--- config.mk ---
export PLATFORM = sky130hd
export DESIGN_NAME = wsp_top
export DESIGN_NICKNAME = d
export VERILOG_FILES = /design/src/pkg/wsp_pkg.sv /design/src/core/wsp_top.sv /design/src/core/wsp_clk_gate.sv
export SDC_FILE = /design/constraint.sdc
export NUM_CORES = 1
export LEC_CHECK = 0
export ABC_CLOCK_PERIOD_IN_PS = 3000
export BUFFER_PORTS_ARGS = -buffer_cell sky130_fd_sc_hd__buf_2
export CAP_MARGIN = 40
export CORE_MARGIN = 5
export CORE_UTILIZATION = 49
export DETAILED_ROUTE_END_ITERATION = 10
export PLACE_DENSITY_LB_ADDON = 0.2
export SLEW_MARGIN = 20
export SYNTH_ARGS = -nofsm -noshare
export SYNTH_HDL_FRONTEND = slang
export SYNTH_SLANG_ARGS = --single-unit
--- constraint.sdc ---
create_clock -name core_clk_i -period 3 [get_ports core_clk_i]
set_input_delay 0.6 -clock core_clk_i [delete_from_list [all_inputs] [get_ports core_clk_i]]
set_output_delay 0.6 -clock core_clk_i [all_outputs]
set_load 0.03 [all_outputs]
--- src/pkg/wsp_pkg.sv ---
package wsp_pkg;
  // Register offsets
  localparam logic [7:0] REG_ADC_CTRL1 = 8'h1F;
  localparam logic [7:0] REG_FUNC_SEL0 = 8'h62;
  localparam logic [7:0] REG_FUNC_SEL1 = 8'h63;
  localparam logic [7:0] REG_STANDBY_STAT = 8'h68;
  // Field positions
  localparam int FS0_STOP_DIS = 0;
  localparam int FS0_EXT_CLK = 1;
  localparam int FS1_STOP_FLAG = 0;
  localparam int FS1_WAIT_FLAG = 1;
  localparam int FS1_STANDBY_SEL = 2;
  localparam int FS1_DEEP_WAIT = 3;
  localparam int ADC1_VREF_OFF = 6;
  localparam int STAT_WAIT = 0;
  localparam int STAT_STOP = 1;
  localparam int STAT_SETTLE = 2;
  localparam int STAT_VREF_READY = 3;
  // Reset values
  localparam logic [7:0] FUNC_SEL0_RST = 8'h00;
  localparam logic [7:0] FUNC_SEL1_RST = 8'h00;
  localparam logic ADC1_VREF_OFF_RST = 1'b0;
  // Divider chain and watchdog
  localparam int DIV_W = 13;
  localparam int WDG32_BIT = 5;
  localparam int WDG512_BIT = 9;
  localparam int WDT_W = 12;
  localparam logic [11:0] WDT_SETTLE_LOAD = 12'hFFF;
  // Timing
  localparam int CLK_PERIOD_NS = 10;
  localparam int VREF_SETTLE_NS = 1000;
  localparam logic [6:0] VREF_SETTLE_CYC = 7'((VREF_SETTLE_NS + CLK_PERIOD_NS - 1) / CLK_PERIOD_NS);
  // Power states
  typedef enum logic [1:0] {ST_RUN, ST_WAIT, ST_STOP, ST_SETTLE} wsp_state_type;
endpackage

--- src/core/wsp_top.sv ---
// The implementer's own choices: the register offsets and the plain strobed port.
`timescale 1ns/100ps
`default_nettype none
module wsp_top #(
  parameter logic [11:0] SETTLE_LOAD = wsp_pkg::WDT_SETTLE_LOAD
) (
  // Clock and reset
  input wire logic core_clk_i,
  input wire logic reset_i,
  // Register port
  input wire logic [7:0] reg_addr_i,
  input wire logic [7:0] reg_wdata_i,
  input wire logic reg_wr_i,
  input wire logic reg_rd_i,
  output logic [7:0] reg_rdata_o,
  // Core events
  input wire logic stop_instr_i,
  input wire logic wait_instr_i,
  input wire logic irq_accept_i,
  input wire logic byte_mode_i,
  // Bus unit side of the external bus
  input wire logic [23:0] bus_addr_i,
  input wire logic [15:0] bus_dout_i,
  input wire logic bus_doe_i,
  input wire logic [3:0] bus_ctl_i,
  // Port registers: address P10,P11,P0; data P1,P2; ctl P31..P33,P90
  input wire logic [23:0] port_addr_out_i,
  input wire logic [23:0] port_addr_dir_i,
  input wire logic [15:0] port_data_out_i,
  input wire logic [15:0] port_data_dir_i,
  input wire logic [3:0] port_ctl_out_i,
  input wire logic [3:0] port_ctl_dir_i,
  // Pins: ctl bit0 read, 1 low_byte_write_strobe, 2 high_byte_write_strobe, 3 area0_chip_select
  output logic [23:0] addr_pin_o,
  output logic [23:0] addr_pin_oe_o,
  output logic [15:0] data_pin_o,
  output logic [15:0] data_pin_oe_o,
  output logic [3:0] ctl_pin_o,
  output logic [3:0] ctl_pin_oe_o,
  // Clocks
  output logic bus_unit_clock_o,
  output logic core_clock_o,
  output logic watchdog_div32_clock_o,
  output logic watchdog_div512_clock_o,
  output logic [12:0] periph_div_clk_o,
  // Oscillator
  output logic osc_run_o,
  output logic osc_drive_en_o,
  output logic osc_output_pin_o,
  // Peripheral run levels
  output logic refresh_run_o,
  output logic adc_run_o,
  output logic dma_run_o,
  output logic wdt_run_o,
  output logic event_only_o,
  output logic vref_connect_o
);
  typedef struct packed {
    wsp_pkg::wsp_state_type st;
    logic deep;
    logic [12:0] div;
    logic [11:0] wdt;
    logic stp_dis;
    logic ext_sel;
    logic stp_flag;
    logic wit_flag;
    logic standby_sel;
    logic deep_sel;
    logic vref_off;
    logic [6:0] vref_cnt;
    logic [7:0] rdata;
    logic osc_run;
    logic osc_drive;
    logic osc_out;
    logic refresh;
    logic adc_run;
    logic dma_run;
    logic wdt_run;
    logic ev_only;
    logic vref_conn;
    logic [23:0] addr_pin;
    logic [23:0] addr_oe;
    logic [15:0] data_pin;
    logic [15:0] data_oe;
    logic [3:0] ctl_pin;
    logic [3:0] ctl_oe;
  } wsp_top_state_type;

  wsp_top_state_type s_q;
  wsp_top_state_type s_d;
  logic osc_on;
  logic wdg_tick;
  logic hand_d;
  logic hi_hand;
  logic deep_wait_d;
  logic [1:0] core_clks;
  logic [1:0] wdg_clks;
  logic [1:0] wdg_run;

  if (!SETTLE_LOAD[wsp_pkg::WDT_W-1]) begin : g_chk
    $error("SETTLE_LOAD must have its top bit set");
  end

  // Next state of the whole block
  always_comb begin
    s_d = s_q;
    // Oscillator stops in stop state once the divider chain is at zero
    osc_on = !(s_q.st == wsp_pkg::ST_STOP && s_q.div == '0);
    s_d.div = osc_on ? s_q.div + 13'h0001 : s_q.div;
    wdg_tick = s_d.div[wsp_pkg::WDG32_BIT] && !s_q.div[wsp_pkg::WDG32_BIT];
    // Register writes first, so hardware flag sets below win
    if (reg_wr_i) begin
      case (reg_addr_i)
        wsp_pkg::REG_FUNC_SEL0: begin
          s_d.stp_dis = reg_wdata_i[wsp_pkg::FS0_STOP_DIS];
          s_d.ext_sel = reg_wdata_i[wsp_pkg::FS0_EXT_CLK];
        end
        wsp_pkg::REG_FUNC_SEL1: begin
          s_d.stp_flag = reg_wdata_i[wsp_pkg::FS1_STOP_FLAG];
          s_d.wit_flag = reg_wdata_i[wsp_pkg::FS1_WAIT_FLAG];
          s_d.standby_sel = reg_wdata_i[wsp_pkg::FS1_STANDBY_SEL];
          s_d.deep_sel = reg_wdata_i[wsp_pkg::FS1_DEEP_WAIT];
        end
        wsp_pkg::REG_ADC_CTRL1: begin
          s_d.vref_off = reg_wdata_i[wsp_pkg::ADC1_VREF_OFF];
        end
        default: begin
        end
      endcase
    end
    // Reconnect settling counter
    if (s_q.vref_off && !s_d.vref_off) begin
      s_d.vref_cnt = wsp_pkg::VREF_SETTLE_CYC;
    end else if (s_q.vref_cnt != '0) begin
      s_d.vref_cnt = s_q.vref_cnt - 7'h01;
    end
    // Power state sequencing
    case (s_q.st)
      wsp_pkg::ST_RUN: begin
        if (stop_instr_i && !s_q.stp_dis) begin
          s_d.st = wsp_pkg::ST_STOP;
          s_d.stp_flag = 1'b1;
          s_d.wdt = SETTLE_LOAD;
        end else if (wait_instr_i) begin
          s_d.st = wsp_pkg::ST_WAIT;
          s_d.wit_flag = 1'b1;
          s_d.deep = s_d.deep_sel;
        end
      end
      wsp_pkg::ST_WAIT: begin
        if (irq_accept_i) begin
          s_d.st = wsp_pkg::ST_RUN;
        end
      end
      wsp_pkg::ST_STOP: begin
        if (irq_accept_i) begin
          s_d.st = s_q.ext_sel ? wsp_pkg::ST_RUN : wsp_pkg::ST_SETTLE;
        end
      end
      wsp_pkg::ST_SETTLE: begin
        if (!s_q.wdt[wsp_pkg::WDT_W-1]) begin
          s_d.st = wsp_pkg::ST_RUN;
        end else if (wdg_tick) begin
          s_d.wdt = s_q.wdt - 12'h001;
        end
      end
      default: begin
        s_d.st = wsp_pkg::ST_RUN;
      end
    endcase
    // Run levels follow the next state, so they line up with the state register
    deep_wait_d = (s_d.st == wsp_pkg::ST_WAIT) && s_d.deep;
    s_d.osc_run = !(s_d.st == wsp_pkg::ST_STOP && s_d.div == '0);
    s_d.osc_drive = s_d.osc_run && !s_d.ext_sel;
    s_d.osc_out = s_d.ext_sel;
    s_d.refresh = (s_d.st != wsp_pkg::ST_STOP);
    s_d.adc_run = (s_d.st != wsp_pkg::ST_STOP) && !deep_wait_d;
    s_d.dma_run = (s_d.st == wsp_pkg::ST_RUN);
    s_d.wdt_run = (s_d.st == wsp_pkg::ST_RUN);
    s_d.ev_only = (s_d.st == wsp_pkg::ST_STOP) || deep_wait_d;
    s_d.vref_conn = !s_d.vref_off;
    // Pin handover while stopped, waiting or settling
    hand_d = s_d.standby_sel && (s_d.st != wsp_pkg::ST_RUN);
    hi_hand = hand_d || byte_mode_i;
    s_d.addr_pin = hand_d ? port_addr_out_i : bus_addr_i;
    s_d.addr_oe = hand_d ? port_addr_dir_i : 24'hFFFFFF;
    s_d.data_pin[7:0] = hand_d ? port_data_out_i[7:0] : bus_dout_i[7:0];
    s_d.data_oe[7:0] = hand_d ? port_data_dir_i[7:0] : {8{bus_doe_i}};
    s_d.data_pin[15:8] = hi_hand ? port_data_out_i[15:8] : bus_dout_i[15:8];
    s_d.data_oe[15:8] = hi_hand ? port_data_dir_i[15:8] : {8{bus_doe_i}};
    for (int i = 0; i < 4; i++) begin
      if ((i == 2) ? hi_hand : hand_d) begin
        s_d.ctl_pin[i] = port_ctl_out_i[i];
        s_d.ctl_oe[i] = port_ctl_dir_i[i];
      end else begin
        s_d.ctl_pin[i] = bus_ctl_i[i];
        s_d.ctl_oe[i] = 1'b1;
      end
    end
    // Read data stand for one cycle only
    s_d.rdata = 8'h00;
    if (reg_rd_i) begin
      case (reg_addr_i)
        wsp_pkg::REG_FUNC_SEL0: s_d.rdata = {6'h00, s_q.ext_sel, s_q.stp_dis};
        wsp_pkg::REG_FUNC_SEL1: s_d.rdata = {4'h0, s_q.deep_sel, s_q.standby_sel, s_q.wit_flag, s_q.stp_flag};
        wsp_pkg::REG_ADC_CTRL1: s_d.rdata = {1'b0, s_q.vref_off, 6'h00};
        wsp_pkg::REG_STANDBY_STAT: s_d.rdata = {4'h0, !s_q.vref_off && s_q.vref_cnt == '0,
          s_q.st == wsp_pkg::ST_SETTLE, s_q.st == wsp_pkg::ST_STOP, s_q.st == wsp_pkg::ST_WAIT};
        default: s_d.rdata = 8'h00;
      endcase
    end
  end

  always_ff @(posedge core_clk_i) begin
    if (reset_i) begin
      s_q <= '0;
      s_q.st <= wsp_pkg::ST_RUN;
      s_q.stp_dis <= wsp_pkg::FUNC_SEL0_RST[wsp_pkg::FS0_STOP_DIS];
      s_q.ext_sel <= wsp_pkg::FUNC_SEL0_RST[wsp_pkg::FS0_EXT_CLK];
      s_q.standby_sel <= wsp_pkg::FUNC_SEL1_RST[wsp_pkg::FS1_STANDBY_SEL];
      s_q.deep_sel <= wsp_pkg::FUNC_SEL1_RST[wsp_pkg::FS1_DEEP_WAIT];
      s_q.vref_off <= wsp_pkg::ADC1_VREF_OFF_RST;
      s_q.osc_run <= 1'b1;
      s_q.osc_drive <= 1'b1;
      s_q.refresh <= 1'b1;
      s_q.adc_run <= 1'b1;
      s_q.dma_run <= 1'b1;
      s_q.wdt_run <= 1'b1;
      s_q.vref_conn <= 1'b1;
      s_q.addr_oe <= 24'hFFFFFF;
      s_q.ctl_oe <= 4'hF;
      s_q.ctl_pin <= 4'hF;
    end else begin
      s_q <= s_d;
    end
  end

  // Gated clocks: bus unit and core run only in the run state
  wsp_clk_gate #(.W(2)) u_core_gate (
    .core_clk_i(core_clk_i),
    .reset_i(reset_i),
    .src_i({2{s_d.div[0]}}),
    .run_i({2{s_d.st == wsp_pkg::ST_RUN}}),
    .clk_o(core_clks)
  );

  // Watchdog clocks: divide-by-32 also runs while settling
  assign wdg_run[0] = (s_d.st == wsp_pkg::ST_RUN) || (s_d.st == wsp_pkg::ST_SETTLE);
  assign wdg_run[1] = (s_d.st == wsp_pkg::ST_RUN);
  wsp_clk_gate #(.W(2)) u_wdg_gate (
    .core_clk_i(core_clk_i),
    .reset_i(reset_i),
    .src_i({s_d.div[wsp_pkg::WDG512_BIT], s_d.div[wsp_pkg::WDG32_BIT]}),
    .run_i(wdg_run),
    .clk_o(wdg_clks)
  );

  // Divided peripheral clocks stop in stop and in deep wait
  wsp_clk_gate #(.W(wsp_pkg::DIV_W)) u_periph_gate (
    .core_clk_i(core_clk_i),
    .reset_i(reset_i),
    .src_i(s_d.div),
    .run_i({wsp_pkg::DIV_W{(s_d.st != wsp_pkg::ST_STOP) && !deep_wait_d}}),
    .clk_o(periph_div_clk_o)
  );

  // Outputs
  assign bus_unit_clock_o = core_clks[0];
  assign core_clock_o = core_clks[1];
  assign watchdog_div32_clock_o = wdg_clks[0];
  assign watchdog_div512_clock_o = wdg_clks[1];
  assign reg_rdata_o = s_q.rdata;
  assign osc_run_o = s_q.osc_run;
  assign osc_drive_en_o = s_q.osc_drive;
  assign osc_output_pin_o = s_q.osc_out;
  assign refresh_run_o = s_q.refresh;
  assign adc_run_o = s_q.adc_run;
  assign dma_run_o = s_q.dma_run;
  assign wdt_run_o = s_q.wdt_run;
  assign event_only_o = s_q.ev_only;
  assign vref_connect_o = s_q.vref_conn;
  assign addr_pin_o = s_q.addr_pin;
  assign addr_pin_oe_o = s_q.addr_oe;
  assign data_pin_o = s_q.data_pin;
  assign data_pin_oe_o = s_q.data_oe;
  assign ctl_pin_o = s_q.ctl_pin;
  assign ctl_pin_oe_o = s_q.ctl_oe;
endmodule
`default_nettype wire

--- src/core/wsp_clk_gate.sv ---
`timescale 1ns/100ps
`default_nettype none
module wsp_clk_gate #(
  parameter int W = 1
) (
  // Clock and reset
  input wire logic core_clk_i,
  input wire logic reset_i,
  // Source levels for the next cycle and run requests
  input wire logic [W-1:0] src_i,
  input wire logic [W-1:0] run_i,
  // Gated clocks
  output logic [W-1:0] clk_o
);
  typedef struct packed {
    logic [W-1:0] src;
    logic [W-1:0] en;
    logic [W-1:0] out;
  } wsp_gate_state_type;

  wsp_gate_state_type s_q;
  wsp_gate_state_type s_d;

  if (W < 1) begin : g_chk
    $error("wsp_clk_gate needs W of at least 1");
  end

  // Enable changes only while the source is low, so no runt pulse
  always_comb begin
    s_d = s_q;
    s_d.src = src_i;
    s_d.en = (s_q.src & s_q.en) | (~s_q.src & run_i);
    s_d.out = src_i & s_d.en;
  end

  always_ff @(posedge core_clk_i) begin
    if (reset_i) begin
      s_q <= '0;
    end else begin
      s_q <= s_d;
    end
  end

  assign clk_o = s_q.out;
endmodule
`default_nettype wire

==> metrics.md <==
| Metric | Value |
|---|---|
| TritonCTS clock tree | `built` |
| Largest area contributor in the synthesized netlist | `dfxtp_1` |
| Initial antenna violation count | `0` |
| Max incr delay on CP | `roughly 500 ps` |
| Maximum VDD drop | `approximately 370 uV` |
| Fin. Hold Viols | `0` |
| Cell family with most CP delay | `simple AND/OR/NAND/NOR gates` |
| Sink Count | `~180` |
| Max-cap violations | `0` |
| DR vias/cell | `a little under 5` |
| Clk_skew | `8.37 ps` |
| Largest net degree at the start of global routing | `54` |
| Count of input and output buffers | `about 270` |
| Final WS setup | `~430 ps` |
| CP Class | `reg2reg` |
| Number of cell rows | `45` |
| Syn Inst Count | `about 830` |
| Area share of the largest cell type after synthesis | `47.6%` |
| Grt total ovfl | `0` |
| Final net count | `1143` |
| Critical Path RT | `3360 ps` |
| Crit-path slowest cell | `or2_2` |
| Root Driver | `clkbuf_16` |
| Die span in x | `~130 microns` |
| Post-synthesis sequential area ratio | `47.6%` |
| Synth Register Bits | `about 180` |
| Ratio of cells with drive above 1 in the final layout | `roughly a third` |
| CP endpoint kind | `flop` |
| Critical path startpoint category | `flop` |
| DRT Pass-1 Iters | `5` |
| Inserted Clock Buffers | `17` |
| Antenna cell count | `0` |
| Number of synthesized flops with an enable pin | `0` |
| DRC Markers | `0` |
| Worst path cell trace | `nor2_1 > nand3_1 > o311a_1 > ha_1 > or2_2 > nor2_1 > a21o_1` |
| Clock latency at the later pin of the worst-skew pair | `between 400 and 500 ps` |
| RSZ-0062 raised after global routing | `false` |
| Tcrit/Tclk final | `85.7%` |
| Die Area | `around 18000 sq um` |
| CP most frequent cell | `nor2_1` |
| Least-Margin Pin Slew | `~600 ps` |
| Synth Warn # | `0` |
| Wire length per cell | `roughly 15 microns` |
| Total track usage | `between 10% and 20%` |
| Core area | `15000 sq um` |
| Longest Clk Path Bufs | `2` |
| DR iter-0 viols | `355` |
| Synth cell types | `just under 60` |
| Synth cell count leaders | `dfxtp_1, buf_4, nand2_1` |
| DRT antenna net count | `0` |
| Final setup viols | `0` |
| Post-cts gate resize count | `0` |
| Fmax | `about 390 MHz` |
| Pwr/cell area | `between 600 and 700 nW/um^2` |
| Final WL | `about 18000 microns` |
| Critical path buffers and inverters | `0` |
| Vias in the first global route | `5553` |
| Avg Cell Area, Syn | `slightly below 9 sq um` |
| Ys async rst share | `0%` |
| Count leader, synth | `dfxtp_1` |
| Starting Density | `about 49%` |
| Crit path time final | `2570 ps` |
| Hold-fix buffers at CTS | `0` |
| Postcts setup bufs | `0` |
| RD Place Congestion | `slightly below 0.8` |
| Mapped Area | `between 7000 and 8000 sq um` |
| Worst EP arrival | `~2900 ps` |
| Die height | `133 microns` |
| Hold Crit Class | `in2reg` |
| Layout area overhead | `17.0%` |
| Rel. slew slack | `around three fifths` |
| Clk slew on worst S/H paths | `about 70 ps` |
| Worst Path Max Fanout | `29` |
| Place WS | `236 ps` |
| Pleak | `3.97 nW` |
| Main synth FF type | `dfxtp_1` |
| Setup TNS Final | `0 ps` |
| Via count | `slightly below 6000` |
| HPWL after detailed placement | `roughly 13000 microns` |
| Status | `finished clean` |
| Slew Viols, Final | `0` |
| Io pins | `approximately 280` |
| H-tree Lvls | `4` |
| Top post-synthesis cells by area | `dfxtp_1, buf_4, nand2_1, nor2_1, a21oi_1` |
| First-pass GRT wire length | `28100 microns` |
## layout make-up
cell class                 instances  area [sq um]
multi-input combinational        483          2770
sequential                       176          3520
timing repair buffer             283          1470
inverter                          18          67.6
tap                              188           235
fill                            1424          6370
clock buffer                      20           457
clock inverter                    11           130
## final timing paths
path,start,to,slack [ps],cells past startpoint
min,port_addr_dir_i[20],addr_pin_oe_o[20],350,2
max reg2reg,s_q[146],data_pin_oe_o[3],430,7
min reg2reg,s_q[108],s_q[108],470,2
max,s_q[146],data_pin_oe_o[3],430,7
## power breakdown
part	internal, W	switching [W]	total [W]
Clock	0.00127	0.000906	0.00218
Sequential	0.00250	0.0000954	0.00260
Combinational	0.000342	0.000529	0.000871
Total	0.00412	0.00153	0.00565
## flip-flops by register name, indices dropped and copies added, names as in the netlist, 4 cells and up
register / cells
ctl_pin_oe_o: 4
s_q: 28
addr_pin_o: 24
u_periph_gate.clk_o: 13
addr_pin_oe_o: 24
ctl_pin_o: 4
data_pin_o: 16
data_pin_oe_o: 16
reg_rdata_o: 5
u_periph_gate.s_q: 25
## layout by cell type, fill, tap and decap left out, types with 12 or more instances in the layout
master / netlist / layout
dfxtp_1: 176 / 176
nand2_1: 90 / 90
or3_1: 31 / 31
inv_1: 18 / 18
nor3_1: 26 / 26
clkbuf_16: 0 / 17
mux2i_1: 15 / 15
buf_2: 11 / 271
a22oi_1: 12 / 12
nor2_1: 88 / 88
xnor2_1: 14 / 14
nand2b_1: 12 / 12
a21oi_1: 65 / 65
nand3_1: 13 / 13
## cell families after synthesis
logic type / Yosys count / share of synthesized area [%]
AO/OA/AOI/OAI: 116 / 9.82
XOR/XNOR: 21 / 2.49
adder cells (fa/ha/maj): 7 / 1.18
buffers and inverters: 175 / 15.0
flip-flops: 176 / 47.6
multiplexers: 17 / 2.33
other: 1 / 0.0507
AND/OR/NAND/NOR: 319 / 21.5
## through the flow
stage / cells / total power, W / utilization, % / instance area (sq um) / hold WS, ps
global placement: 1148 / 0.00351 / 53.7 / 8070 / 461
floorplan: 834 / 0.00332 / - / 7410 / 442
detailed placement: 1148 / 0.00352 / 53.7 / 8070 / 461
global route: 1179 / 0.00594 / 57.6 / 8660 / 331
CTS: 1179 / 0.00571 / 57.6 / 8660 / 335
finish: 1179 / 0.00565 / 57.6 / 8660 / 355
## worst register-to-register path: stages (launching register included)
cell     delay, ps
dfxtp_1        420
nor2_1         230
nand3_1        210
o311a_1        230
ha_1           310
or2_2          500
nor2_1         430
a21o_1         190
## layer usage
layer	track usage, %	share of wire, %
met5	0	0
met4	6.29	2.0
met3	6.77	7.4
met2	33.5	48
met1	23.5	42
Note: power is estimated with default switching activity, not from simulation.
